$ cat src/common/fecs_defines.vh
// Constants for the flash command, protection and security sequencer
`ifndef FECS_DEFINES_VH
`define FECS_DEFINES_VH

// Register addresses on the plain register port
`define FECS_ADDR_STAT      4'h0
`define FECS_ADDR_INDEX     4'h1
`define FECS_ADDR_PROT      4'h2
`define FECS_ADDR_SEC       4'h3
`define FECS_ADDR_CMDWORD   4'h4
`define FECS_ADDR_KEY       4'h5
`define FECS_ADDR_MODE      4'h6
`define FECS_ADDR_PQUERY    4'h7

// Status register bit positions
`define FECS_STAT_COMMAND_COMPLETE_FLAG      7
`define FECS_STAT_ACCESS_ERROR_FLAG    5
`define FECS_STAT_PROTECTION_VIOLATION_FLAG    4
`define FECS_STAT_VERR      1
`define FECS_STAT_VUNC      0

// Protection register fields
`define FECS_PROT_OPEN      7
`define FECS_PROT_HDIS      5
`define FECS_PROT_HS_HI     4
`define FECS_PROT_HS_LO     3
`define FECS_PROT_LDIS      2
`define FECS_PROT_LS_HI     1
`define FECS_PROT_LS_LO     0

// Command codes
`define FECS_CMD_VERIFY_KEY 8'h0C
`define FECS_CMD_PROG_EE    8'h11
`define FECS_CMD_ERASE_SECT 8'h12

// Command word index limits
`define FECS_IDX_SECT       3'h1
`define FECS_IDX_PROG_MIN   3'h2
`define FECS_IDX_PROG_MAX   3'h5

// Security codes
`define FECS_SEC_UNSECURE   2'h2
`define FECS_SEC_SECURE     2'h1

// Address map, 18-bit global
`define FECS_EE_BASE        18'h00400
`define FECS_EE_LAST        18'h00BFF
`define FECS_PF_TOP         18'h3FFFF
`define FECS_PF_LOW_BASE    18'h38000
`define FECS_PF_HIGH_2K     18'h03800

// Default timing, cycles of clk_i, and config field address
`define FECS_ERASE_CYCLES   16'h0040
`define FECS_PROG_CYCLES    16'h0010
`define FECS_ADDR_CONFIG    18'h3FF0C

`endif

$ cat src/logic/fecs_top.v
// Flash command launch checks, sector erase, protection decode and backdoor unsecure
//Function
//- Program index outside 2..5 flags access error
//- Command not allowed in mode flags error
//- Invalid global address flags access error
//- Odd word address flags access error
//- Program run past EEPROM end flags error
//- Protected EEPROM target flags protection violation
//- Any verify error sets verify error flag
//- Uncorrectable verify error sets second flag
//- Erase sector, verify, then set complete
//- Erase index not exactly 1 flags error
//- High range size decodes 2..16 Kbytes
//- Low range size decodes 1..8 Kbytes
//- Protection loaded on first clock after reset release, software may change
//- Correct backdoor key forces security to 10
//- Wrong key locks out key verify until reset
//- Key verify leaves stored security, keys untouched
//- Key verify leaves protection register unchanged
//- Unsecured device may erase or program protected EEPROM
//- Security code 10 unsecured, others secured
//- Word index selects command array word
`timescale 1ns/1ps
`default_nettype none
`include "fecs_defines.vh"

module fecs_top #(
    parameter        SECT_BYTES  = 4,          // EEPROM sector size in bytes
    parameter [15:0] ERASE_CYC   = `FECS_ERASE_CYCLES,
    parameter [15:0] PROG_CYC    = `FECS_PROG_CYCLES,
    parameter [63:0] BACKDOOR_KEY = 64'h0123456789ABCDEF  // Arbitrary stand-in for stored key
) (
    input  wire        clk_i,           // System clock
    input  wire        reset_i,         // Async reset, active high
    input  wire        ce_i,            // Clock enable, freezes state when low
    input  wire [3:0]  addr_i,          // Register address
    input  wire [15:0] wdata_i,         // Write data
    input  wire        wr_i,            // Write strobe
    input  wire        rd_i,            // Read strobe
    output reg  [15:0] rdata_o,         // Read data, cycle after strobe
    input  wire [7:0]  cfg_prot_i,      // Protection byte from flash config field
    input  wire [1:0]  cfg_backdoor_key_enable_i,     // Backdoor enable bits from config field
    input  wire [1:0]  cfg_sec_i,       // Security bits from config field
    input  wire        verify_err_i,    // Array verify found an error
    input  wire        verify_unc_i,    // Array verify found an uncorrectable error
    output reg         array_busy_o,    // Array operation running
    output reg         array_erase_o,   // Erase pulse to array, one cycle per word
    output reg         array_prog_o,    // Program pulse to array
    output reg  [17:0] array_addr_o,    // Array word address
    output reg  [15:0] array_data_o,    // Array program data
    output reg         unsecured_o      // Device is unsecured or in special mode
);

    localparam ST_IDLE  = 2'h0;
    localparam ST_RUN   = 2'h1;
    localparam ST_VFY   = 2'h2;

    // Erase walks the whole sector one word at a time, last word index
    localparam integer SECT_WM1 = SECT_BYTES / 2 - 1;

    reg [15:0] cmd_word_ff [0:7];      // Command object array
    reg [2:0]  command_word_index_ff;
    reg [7:0]  protection_register_ff;
    reg [1:0]  security_state_ff;
    reg [1:0]  backdoor_key_enable_ff;
    reg        cfg_loaded_ff;
    reg        key_locked_ff;
    reg        special_mode_ff;
    reg        command_complete_flag_ff;
    reg        access_error_flag_ff;
    reg        protection_violation_flag_ff;
    reg        verify_error_flag_ff;
    reg        verify_uncorrectable_flag_ff;
    reg [1:0]  state_ff;
    reg [15:0] cnt_ff;
    reg [17:0] op_addr_ff;
    reg [2:0]  op_words_ff;
    reg        op_erase_ff;
    reg [2:0]  data_sel_ff;
    reg [1:0]  vfy_dly_ff;
    reg        verr_s1_ff, verr_s2_ff, vunc_s1_ff, vunc_s2_ff;

    integer i;

    // Decoders for the two program-memory protection windows
    function in_high;
        input [17:0] a;
        input [1:0]  sz;
        begin
            in_high = (a >= (`FECS_PF_TOP - ((18'h00800 << sz) - 18'h00001)));
        end
    endfunction

    function in_low;
        input [17:0] a;
        input [1:0]  sz;
        begin
            in_low = (a >= `FECS_PF_LOW_BASE) &&
                     (a < (`FECS_PF_LOW_BASE + (18'h00400 << sz)));
        end
    endfunction

    // Protection scheme applied to a program-memory address
    function pf_protected;
        input [17:0] a;
        input [7:0]  p;
        reg          hi, lo;
        begin
            hi = !p[`FECS_PROT_HDIS] && in_high(a, p[`FECS_PROT_HS_HI:`FECS_PROT_HS_LO]);
            lo = !p[`FECS_PROT_LDIS] && in_low(a, p[`FECS_PROT_LS_HI:`FECS_PROT_LS_LO]);
            if (p[`FECS_PROT_OPEN])
                pf_protected = hi || lo;
            else
                pf_protected = !(hi || lo);
        end
    endfunction

    wire        is_unsec  = (security_state_ff == `FECS_SEC_UNSECURE);
    wire        key_en    = (backdoor_key_enable_ff == 2'h2);
    wire [7:0]  cmd_code  = cmd_word_ff[0][15:8];
    wire [17:0] gaddr     = {cmd_word_ff[0][1:0], cmd_word_ff[1]};
    wire [2:0]  nwords    = command_word_index_ff - 3'h1;
    wire [17:0] last_addr = gaddr + {14'h0000, nwords, 1'b0} - 18'h00002;
    wire        ee_valid  = (gaddr >= `FECS_EE_BASE) && (gaddr <= `FECS_EE_LAST);
    // EEPROM has no range scheme of its own here; protect nothing unless open bit low
    wire        ee_prot   = !protection_register_ff[`FECS_PROT_OPEN] &&
                            !is_unsec && !special_mode_ff;
    wire        is_prog   = (cmd_code == `FECS_CMD_PROG_EE);
    wire        is_erase  = (cmd_code == `FECS_CMD_ERASE_SECT);
    wire        is_key    = (cmd_code == `FECS_CMD_VERIFY_KEY);
    wire        key_ok    = ({cmd_word_ff[1], cmd_word_ff[2], cmd_word_ff[3], cmd_word_ff[4]}
                             == BACKDOOR_KEY);

    reg         acc_err;
    reg         prot_err;

    // Launch-time checks
    always @* begin
        acc_err  = 1'b0;
        prot_err = 1'b0;
        if (is_prog) begin
            if (command_word_index_ff < `FECS_IDX_PROG_MIN ||
                command_word_index_ff > `FECS_IDX_PROG_MAX)
                acc_err = 1'b1;
            if (!ee_valid)
                acc_err = 1'b1;
            if (gaddr[0])
                acc_err = 1'b1;
            if (last_addr > `FECS_EE_LAST)
                acc_err = 1'b1;
            prot_err = ee_prot;
        end else if (is_erase) begin
            if (command_word_index_ff != `FECS_IDX_SECT)
                acc_err = 1'b1;
            if (!ee_valid || gaddr[0])
                acc_err = 1'b1;
            prot_err = ee_prot;
        end else if (is_key) begin
            // Key verify only while secured in normal mode, enabled, not locked out
            if (!key_en || key_locked_ff || is_unsec || special_mode_ff ||
                command_word_index_ff != 3'h4)
                acc_err = 1'b1;
        end else begin
            acc_err = 1'b1;
        end
    end

    wire wr_stat  = wr_i && (addr_i == `FECS_ADDR_STAT);
    wire launch   = wr_stat && wdata_i[`FECS_STAT_COMMAND_COMPLETE_FLAG] && command_complete_flag_ff &&
                    state_ff == ST_IDLE;
    wire clr_err  = wr_stat;
    wire vfy_err  = (state_ff == ST_VFY) && verr_s2_ff;
    wire vfy_unc  = (state_ff == ST_VFY) && vunc_s2_ff;

    always @(posedge clk_i or posedge reset_i) begin
        if (reset_i) begin
            for (i = 0; i < 8; i = i + 1)
                cmd_word_ff[i] <= 16'h0000;
            command_word_index_ff        <= 3'h0;
            protection_register_ff       <= 8'hFF;
            security_state_ff            <= `FECS_SEC_SECURE;
            backdoor_key_enable_ff       <= 2'h0;
            cfg_loaded_ff                <= 1'b0;
            key_locked_ff                <= 1'b0;
            special_mode_ff              <= 1'b0;
            command_complete_flag_ff     <= 1'b1;
            access_error_flag_ff         <= 1'b0;
            protection_violation_flag_ff <= 1'b0;
            verify_error_flag_ff         <= 1'b0;
            verify_uncorrectable_flag_ff <= 1'b0;
            state_ff                     <= ST_IDLE;
            cnt_ff                       <= 16'h0000;
            op_addr_ff                   <= 18'h00000;
            op_words_ff                  <= 3'h0;
            op_erase_ff                  <= 1'b0;
            data_sel_ff                  <= 3'h0;
            vfy_dly_ff                   <= 2'h0;
            verr_s1_ff                   <= 1'b0;
            verr_s2_ff                   <= 1'b0;
            vunc_s1_ff                   <= 1'b0;
            vunc_s2_ff                   <= 1'b0;
            rdata_o                      <= 16'h0000;
            array_busy_o                 <= 1'b0;
            array_erase_o                <= 1'b0;
            array_prog_o                 <= 1'b0;
            array_addr_o                 <= 18'h00000;
            array_data_o                 <= 16'h0000;
            unsecured_o                  <= 1'b0;
        end else if (ce_i) begin
            // Verify results come from the array, outside this clock
            verr_s1_ff <= verify_err_i;
            verr_s2_ff <= verr_s1_ff;
            vunc_s1_ff <= verify_unc_i;
            vunc_s2_ff <= vunc_s1_ff;
            array_erase_o <= 1'b0;
            array_prog_o  <= 1'b0;

            // Config field captured once after release; software may override protection later
            if (!cfg_loaded_ff) begin
                cfg_loaded_ff          <= 1'b1;
                protection_register_ff <= cfg_prot_i;
                backdoor_key_enable_ff <= cfg_backdoor_key_enable_i;
                security_state_ff      <= cfg_sec_i;
            end else if (wr_i && addr_i == `FECS_ADDR_PROT && state_ff == ST_IDLE) begin
                protection_register_ff <= wdata_i[7:0];
            end

            if (wr_i && addr_i == `FECS_ADDR_INDEX)
                command_word_index_ff <= wdata_i[2:0];
            if (wr_i && addr_i == `FECS_ADDR_CMDWORD && command_complete_flag_ff)
                cmd_word_ff[command_word_index_ff] <= wdata_i;
            if (wr_i && addr_i == `FECS_ADDR_MODE)
                special_mode_ff <= wdata_i[0];

            if (rd_i) begin
                case (addr_i)
                    `FECS_ADDR_STAT:    rdata_o <= {8'h00, command_complete_flag_ff, 1'b0,
                                                    access_error_flag_ff,
                                                    protection_violation_flag_ff, 2'b00,
                                                    verify_error_flag_ff,
                                                    verify_uncorrectable_flag_ff};
                    `FECS_ADDR_INDEX:   rdata_o <= {13'h0000, command_word_index_ff};
                    `FECS_ADDR_PROT:    rdata_o <= {8'h00, protection_register_ff};
                    `FECS_ADDR_SEC:     rdata_o <= {10'h000, key_locked_ff, is_unsec,
                                                    backdoor_key_enable_ff, security_state_ff};
                    `FECS_ADDR_CMDWORD: rdata_o <= cmd_word_ff[command_word_index_ff];
                    `FECS_ADDR_MODE:    rdata_o <= {15'h0000, special_mode_ff};
                    // Probe of the range decode for the address held in words 0 and 1
                    `FECS_ADDR_PQUERY:  rdata_o <= {15'h0000,
                                                    pf_protected(gaddr, protection_register_ff)};
                    default:            rdata_o <= 16'h0000;
                endcase
            end

            // Error flags: writing one to a flag clears it, hardware set wins
            if (clr_err && wdata_i[`FECS_STAT_ACCESS_ERROR_FLAG])
                access_error_flag_ff <= 1'b0;
            if (clr_err && wdata_i[`FECS_STAT_PROTECTION_VIOLATION_FLAG])
                protection_violation_flag_ff <= 1'b0;

            case (state_ff)
                ST_IDLE: begin
                    if (launch) begin
                        verify_error_flag_ff         <= 1'b0;
                        verify_uncorrectable_flag_ff <= 1'b0;
                        if (acc_err || prot_err) begin
                            // Operation not started; completion stays set
                            access_error_flag_ff         <= acc_err;
                            protection_violation_flag_ff <= prot_err && !acc_err;
                            if (is_key && acc_err && key_en && !is_unsec)
                                key_locked_ff <= key_locked_ff;
                        end else if (is_key) begin
                            // Only security state or key lockout moves; stored bytes and protection stay
                            if (key_ok) begin
                                security_state_ff <= `FECS_SEC_UNSECURE;
                            end else begin
                                key_locked_ff <= 1'b1;
                            end
                        end else begin
                            command_complete_flag_ff <= 1'b0;
                            op_erase_ff   <= is_erase;
                            op_addr_ff    <= is_erase ?
                                             (gaddr & ~(SECT_BYTES[17:0] - 18'h00001)) : gaddr;
                            op_words_ff   <= is_erase ? SECT_WM1[2:0] : nwords - 3'h1;
                            data_sel_ff   <= 3'h2;
                            cnt_ff        <= is_erase ? ERASE_CYC : PROG_CYC;
                            array_busy_o  <= 1'b1;
                            state_ff      <= ST_RUN;
                        end
                    end
                end
                ST_RUN: begin
                    array_addr_o <= op_addr_ff;
                    array_data_o <= cmd_word_ff[data_sel_ff];
                    if (cnt_ff == (op_erase_ff ? ERASE_CYC : PROG_CYC)) begin
                        array_erase_o <= op_erase_ff;
                        array_prog_o  <= !op_erase_ff;
                    end
                    if (cnt_ff == 16'h0001) begin
                        if (op_words_ff == 3'h0) begin
                            vfy_dly_ff <= 2'h3;
                            state_ff   <= ST_VFY;
                        end else begin
                            op_words_ff <= op_words_ff - 3'h1;
                            op_addr_ff  <= op_addr_ff + 18'h00002;
                            data_sel_ff <= data_sel_ff + 3'h1;
                            cnt_ff      <= op_erase_ff ? ERASE_CYC : PROG_CYC;
                        end
                    end else begin
                        cnt_ff <= cnt_ff - 16'h0001;
                    end
                end
                ST_VFY: begin
                    // Let the synchronised verify result settle before finishing
                    if (vfy_err)
                        verify_error_flag_ff <= 1'b1;
                    if (vfy_unc)
                        verify_uncorrectable_flag_ff <= 1'b1;
                    if (vfy_dly_ff == 2'h0) begin
                        command_complete_flag_ff <= 1'b1;
                        array_busy_o <= 1'b0;
                        state_ff     <= ST_IDLE;
                    end else begin
                        vfy_dly_ff <= vfy_dly_ff - 2'h1;
                    end
                end
                default: state_ff <= ST_IDLE;
            endcase

            unsecured_o <= is_unsec || special_mode_ff;
        end
    end

endmodule
`default_nettype wire

$ cat config.mk
export PLATFORM = sky130hd
export DESIGN_NAME = fecs_top
export DESIGN_NICKNAME = d
export VERILOG_FILES = /design/src/logic/fecs_top.v
export VERILOG_INCLUDE_DIRS = /design/src /design/src/common
export SDC_FILE = /design/constraint.sdc
export NUM_CORES = 1
export LEC_CHECK = 0
export ABC_AREA = 1
export BUFFER_PORTS_ARGS = -buffer_cell sky130_fd_sc_hd__buf_2
export CAP_MARGIN = 10
export CORE_MARGIN = 2
export CORE_UTILIZATION = 37
export CTS_CLUSTER_DIAMETER = 150
export DETAILED_ROUTE_END_ITERATION = 10
export PLACE_DENSITY = 0.57
export SETUP_SLACK_MARGIN = 0.02
export SYNTH_ARGS = -nofsm -noshare
export SYNTH_HDL_FRONTEND = slang
export SYNTH_SLANG_ARGS = --single-unit
$ cat constraint.sdc
create_clock -name clk_i -period 11.36 [get_ports clk_i]
set_clock_uncertainty 0.1 [all_clocks]
set_input_delay 2.272 -clock clk_i [delete_from_list [all_inputs] [get_ports clk_i]]
set_output_delay 2.272 -clock clk_i [all_outputs]
set_load 0.005 [all_outputs]
# [Yosys cells after proc, flatten, opt, wreduce, memory -nomap -nowiden]
# Index checks and enable logic that the tools add are counted.
[word_totals] reg_bits=254 out_inout_bits=54 word_cells=260
[classes] add_sub_neg=12 magnitude_cmp=11 eq_ne=30 shifts=2 mux=97 bitwise_logic=6 reduce_logical=64
[ops] operator="2-to-1 mux 16 bit" n=10
[ops] operator="bitwise mux 128 bit" n=1
[ops] operator="case mux 16 bit (7 select lines)" n=1
[ops] operator="binary-select mux 16 bit (select 3 bit)" n=2
[ops] operator="2-to-1 mux 18 bit" n=5
[ops] operator="equality test 64 x 57 -> 1 bit, second input constant" n=1
[ops] operator="demux 16 bit (select 3 bit)" n=1
[ops] operator="2-to-1 mux 1 bit" n=36
[ops] operator="case mux 18 bit (2 select lines)" n=1
[ops] operator="2-to-1 mux 3 bit" n=11
[ops] operator="2-to-1 mux 2 bit" n=16
[ops] operator="case mux 16 bit (2 select lines)" n=1
[ops] operator="logical AND 1 bit" n=22
[ops] operator="adder 18 bit, first input constant" n=1
[ops] operator="adder 18 x 2 -> 18 bit, second input constant" n=1
[ops] operator="adder 18 x 4 -> 18 bit" n=1
[ops] operator="greater-or-equal comparator 18 x 11 -> 1 bit, second input constant" n=1
[ops] operator="greater-or-equal comparator 18 bit" n=1
[ops] operator="greater-or-equal comparator 18 bit, second input constant" n=1
[ops] operator="greater-than comparator 18 x 12 -> 1 bit, second input constant" n=1
[ops] operator="less-or-equal comparator 18 x 12 -> 1 bit, second input constant" n=1
[ops] operator="less-than comparator 18 bit" n=1
[ops] operator="!= test 2 bit, second input constant" n=9
[ops] operator="AND reduction 6 bit" n=3
[ops] operator="other kinds (43)" n=93

# [Depth between registers and ports, before layout]
[logic_depth] word_depth=15 ltp_mapped=28 ltp_nobuf=25

# [Worst setup path after synthesis]
# No wires, ideal clock.
[synth_timing] path_type="register to register" start="reg command_word_index_ff[0]" end="reg cnt_ff[10]" arrival_ns=3.769 path_slack_ns=7.374 path_stages_with_launch=29 cell_sequence="dfrtp_1 -> clkbuf_1 -> inv_1 -> clkbuf_1 -> buf_1 -> ha_1 -> ha_1 -> inv_1 -> ha_1 -> inv_1 -> fa_1 -> inv_1 -> nand3_1 -> nand3_1 -> nand2_1 -> nand2_1 -> nand2_1 -> nand2_1 -> nor2_1 -> nor2_1 -> nand3_1 -> nand2_2 -> nand3_4 -> nand2_4 -> nand2_4 -> inv_1 -> nand2_1 -> nand2_1 -> nand2_1"
[synth_between] elab_chain_len=10 elab_cells_between_ends=23
[synth_rtl] element="from (decl)" line_no="fecs_top.v:62" source="reg [2:0] command_word_index_ff;"
[synth_rtl] element="from (signal assigned)" line_no="fecs_top.v:229" source="command_word_index_ff <= wdata_i[2:0];"
[synth_rtl] element="branches (longest 6 deep; another with adder 18 x 4 -> 18 bit)"
[synth_rtl] element="2-to-1 mux 1 bit (*)" line_no="fecs_top.v:141" source="if (is_prog) begin"
[synth_rtl] element="logical OR 1 bit (*)" line_no="fecs_top.v:266" source="if (acc_err || prot_err) begin"
[synth_rtl] element="!= test 2 bit (no line) (*)"
[synth_rtl] element="AND reduction 6 bit (no line) (*)"
[synth_rtl] element="to (signal assigned)" line_no="fecs_top.v:286" source="cnt_ff <= is_erase ? ERASE_CYC : PROG_CYC;"
[synth_rtl] element="to (signal assigned)" line_no="fecs_top.v:307" source="cnt_ff <= op_erase_ff ? ERASE_CYC : PROG_CYC;"
[synth_rtl] element="to (signal assigned)" line_no="fecs_top.v:310" source="cnt_ff <= cnt_ff - 16'h0001;"
[synth_rtl] element="to (decl)" line_no="fecs_top.v:75" source="reg [15:0] cnt_ff;"
# Every way passes the cells marked *.
# A chain may end at the register's enable or synchronous reset.

# [Final worst setup path]
[layout_timing] start="reg command_word_index_ff[0]" end="reg op_addr_ff[10]"
[layout_between] elab_chain_len=10 elab_cells_between_ends=23
[layout_rtl] element="branches (longest 6 deep; another with adder 18 x 4 -> 18 bit)"
[layout_rtl] element="2-to-1 mux 1 bit (*)" line_no="fecs_top.v:141"
[layout_rtl] element="logical OR 1 bit (*)" line_no="fecs_top.v:266"
[layout_rtl] element="!= test 2 bit (no line) (*)"
[layout_rtl] element="AND reduction 7 bit (no line) (*)"
[layout_rtl] element="to (signal assigned)" line_no="fecs_top.v:282" source="op_addr_ff <= is_erase ?"
[layout_rtl] element="to (signal assigned)" line_no="fecs_top.v:305" source="op_addr_ff <= op_addr_ff + 18'h00002;"
[layout_rtl] element="to (decl)" line_no="fecs_top.v:76" source="reg [17:0] op_addr_ff;"
# Marked as above.

==> metrics.cfg <==
[outcome]
outcome = finished, final reports clean

[sta]
hold_violations = 0
worstMarginPinSlew_ns = 1.093
whs_ns = 0.3736
fmax_mhz = 213.6
maxSlewViolCount = 0
relSlewSlack = 0.2699
setup_viol = 0
min_period_ns = 4.682
rsz0062_at_grt = false
finalSetupTns_ns = 0
timing.final.crit_share = 0.4121

[finish]
nNetsFinal = 2159
regArea_um2 = 6371
area_delta_synth_final_pct = 12.67
antenna_cells = 0
fillerInstances = 4155
drive_gt1_frac = 0.09866
multiInputGateArea_um2 = 7243

[route]
wl_per_cell_um = 18.22
first_pass_iters = 5
drtAntennaViolNets = 0
drtIter0Drc = 1227
drt-total-wl_um = 47620
num_vias = 13730
viasPerCell = 5.255
drc = 0

[worst_setup_path]
start_kind = register
reg2reg_to = op_addr_ff[10]$_DFFE_PP0P_
critPathMaxFanout = 90
end_kind = register
crit_start = command_word_index_ff[0]$_DFFE_PP0P_
reg2reg_from = command_word_index_ff[0]$_DFFE_PP0P_
worstPathRequired_ns = 11.72
worst_ep_arrival_time_ns = 5.05
critPathKind = reg -> reg
r2r_cells = 22
ff2ff_setup_slack_ns = 6.68

[grt]
grt_overflow_total = 0
grt_usage = 0.2270
grt_max_degree = 119
grt_pass1_vias = 12740
antenna_found_initial = 0
grt_pass1_wl_um = 73930

[yosys]
synthTopCellsByCount = 511 x nand2_1, 315 x o21ai_0, 244 x dfrtp_1, 244 x inv_1, 138 x nor2_1
yosysMostFrequentCell = nand2_1
yosys.area.top_type = dfrtp_1
syn_inst = 2016
synth-edff-count = 0
ys_seq_area_frac = 0.4259
ys_warn_count = 0
ys.flop_type = dfrtp_1
async_flop_share = 1.000
synth_area_um2 = 14950
synth.top_cell.area_share = 0.4084
ys_seq_elements = 254
yosys-top-cells-area = dfrtp_1 41%, nand2_1 13%, o21ai_0 11%
synth_cell_types = 55
synth_area_per_cell_um2 = 7.417

[power_and_ir_drop]
ir_drop_mv = 0.1020
p_per_area_nw_per_um2 = 150.4
leakage_nw = 8.205

[clock_tree]
hold_buffers = 0
cts_sinks = 254
clock_latency_ns = 0.60
cts_buffers = 30
cts_root_buf = clkbuf_16
htreeDepth = 1
clk_path_buf_depth = 3
path_clk_slew_ns = 0.06
cts_resized = 0
cts_tree = yes
cts_setup_buffers = 0

[floorplanning]
die_w_um = 205.0
die_area_um2 = 42040
io_pins = 93
placementRows = 73
fp.coreArea_um2 = 39820
die_y_um = 205.0
start_util = 0.3755

[min_path]
holdPathEnd = rdata_o[12]$_DFFE_PP0P_
holdPathStages = 2
hold_start = rdata_o[12]$_DFFE_PP0P_
min_path_type = reg -> reg

[placement]
io_buffers = 92
place.detailed.hpwl_um = 33130
gp_congestion = 0.9353

[flow_run]
drv_cap = 0

[placed cells by master (no fill, tap or decap), drive strengths merged, types with 3 or more instances in the layout]
master / Yosys / routed
ha: 55 / 55
clkinvlp: 0 / 7
o22ai: 19 / 19
a31oi: 7 / 7
o211ai: 48 / 48
a221oi: 3 / 3
nor2: 145 / 145
nor3: 22 / 22
o21a: 6 / 6
nor4: 15 / 15
nand4: 19 / 19
o2111ai: 6 / 6
o21bai: 3 / 3
dfstp: 10 / 10
o31ai: 5 / 5
o21ai: 339 / 339
xor2: 16 / 16
xnor2: 5 / 5
clkinv: 3 / 10
buf: 14 / 109
clkbuf: 80 / 38
dfrtp: 244 / 244
nand3: 84 / 84
nand2: 516 / 516
o221ai: 5 / 5
and2: 3 / 3
inv: 246 / 248
a21oi: 82 / 82
[critical path, cell delays in order (launching register included)]
cell and delay, ns:
dfrtp_2 0.33, buf_4 0.72, inv_1 0.20, ha_1 0.40
ha_1 0.29, inv_1 0.06, ha_1 0.20, inv_1 0.06
fa_1 0.36, inv_1 0.09, nand3_1 0.07, nand3_1 0.12
nand2_1 0.09, nand4_1 0.09, nand3_1 0.10, nor2_2 0.13
nand3_1 0.13, nand2_2 0.12, nand3_4 0.09, nand2_4 0.12
nand3_4 0.36, o21ai_1 0.27, inv_1 0.06
[where the power goes]
| part | total (W) | switching (W) | internal (W) | leakage (nW) |
|---|---|---|---|---|
| registers | 0.00101 | 0.0000487 | 0.000959 | 3.24 |
| logic | 0.000527 | 0.000352 | 0.000176 | 4.47 |
| clock network | 0.000999 | 0.000420 | 0.000578 | 0.494 |
| total | 0.00253 | 0.000821 | 0.00171 | 8.20 |
[cells by family after synthesis]
family | synth area share
and+or+nand+nor | 0.2257
xor gates and xnor gates | 0.01230
AOI/OAI and AO/OA | 0.1977
DFF | 0.4259
other | 0.0002508
adders and majority gates | 0.04736
muxes | 0.0007531
buffers and inverters | 0.09004
[per-layer routing]
layer	part of all wire	global-route usage	vias to the layer above	routed length, um
met4	0.039	0.08273	0	1836
li1	-	-	6743	-
met1	0.45	0.3138	6451	21270
met3	0.059	0.02975	99	2791
met5	0	0	-	0
met2	0.46	0.3638	439	21720
[sequential cells by signal, indices dropped and copies added, names as in the netlist, 2 cells and up]
signal / cells
cmd_code: 8
security_state_ff: 2
rdata_o: 16
array_addr_o: 18
cnt_ff: 16
data_sel_ff: 3
command_word_index_ff: 3
protection_register_ff: 8
backdoor_key_enable_ff: 2
op_words_ff: 3
state_ff: 2
op_addr_ff: 18
vfy_dly_ff: 2
array_data_o: 16
cmd_word_ff: 120
[layout make-up]
class / instances / share of cell area
clock inverters: 18 / 0.01107
clock buffers: 38 / 0.05050
well taps: 525 / 0.03899
inverters: 249 / 0.05593
repair buffers: 109 / 0.03535
flip-flops and latches: 254 / 0.3782
multi-input cells: 1420 / 0.4300
[how the worst max path moves through the flow]
| stage | cells after the start | end |
|---|---|---|
| 2_1_floorplan | 1 | access_error_flag_ff$_DFFE_PP0P_ |
| 3_3_place_gp | 9 | array_prog_o$_DFFE_PP0P_ |
| 3_5_place_dp | 9 | array_prog_o$_DFFE_PP0P_ |
| 4_1_cts | 22 | op_addr_ff[10]$_DFFE_PP0P_ |
| 5_1_grt | 24 | op_addr_ff[14]$_DFFE_PP0P_ |
| 6_report | 22 | op_addr_ff[10]$_DFFE_PP0P_ |
[per-stage QoR]
| stage | setup slack (ns) | util | instances | cell area [um2] | total power, W |
|---|---|---|---|---|---|
| global route | 6.274 | 0.4230 | 2613 | 16850 | 0.002671 |
| finish | 6.678 | 0.4230 | 2613 | 16850 | 0.002534 |
| global placement | 6.598 | 0.3966 | 2556 | 15790 | 0.001536 |
| detailed placement | 6.477 | 0.3966 | 2556 | 15790 | 0.001543 |
| floorplan | 2.020 | - | 2017 | 14960 | 0.001382 |
| CTS | 6.675 | 0.4226 | 2612 | 16830 | 0.002551 |
(Power assumes the default switching activity.)
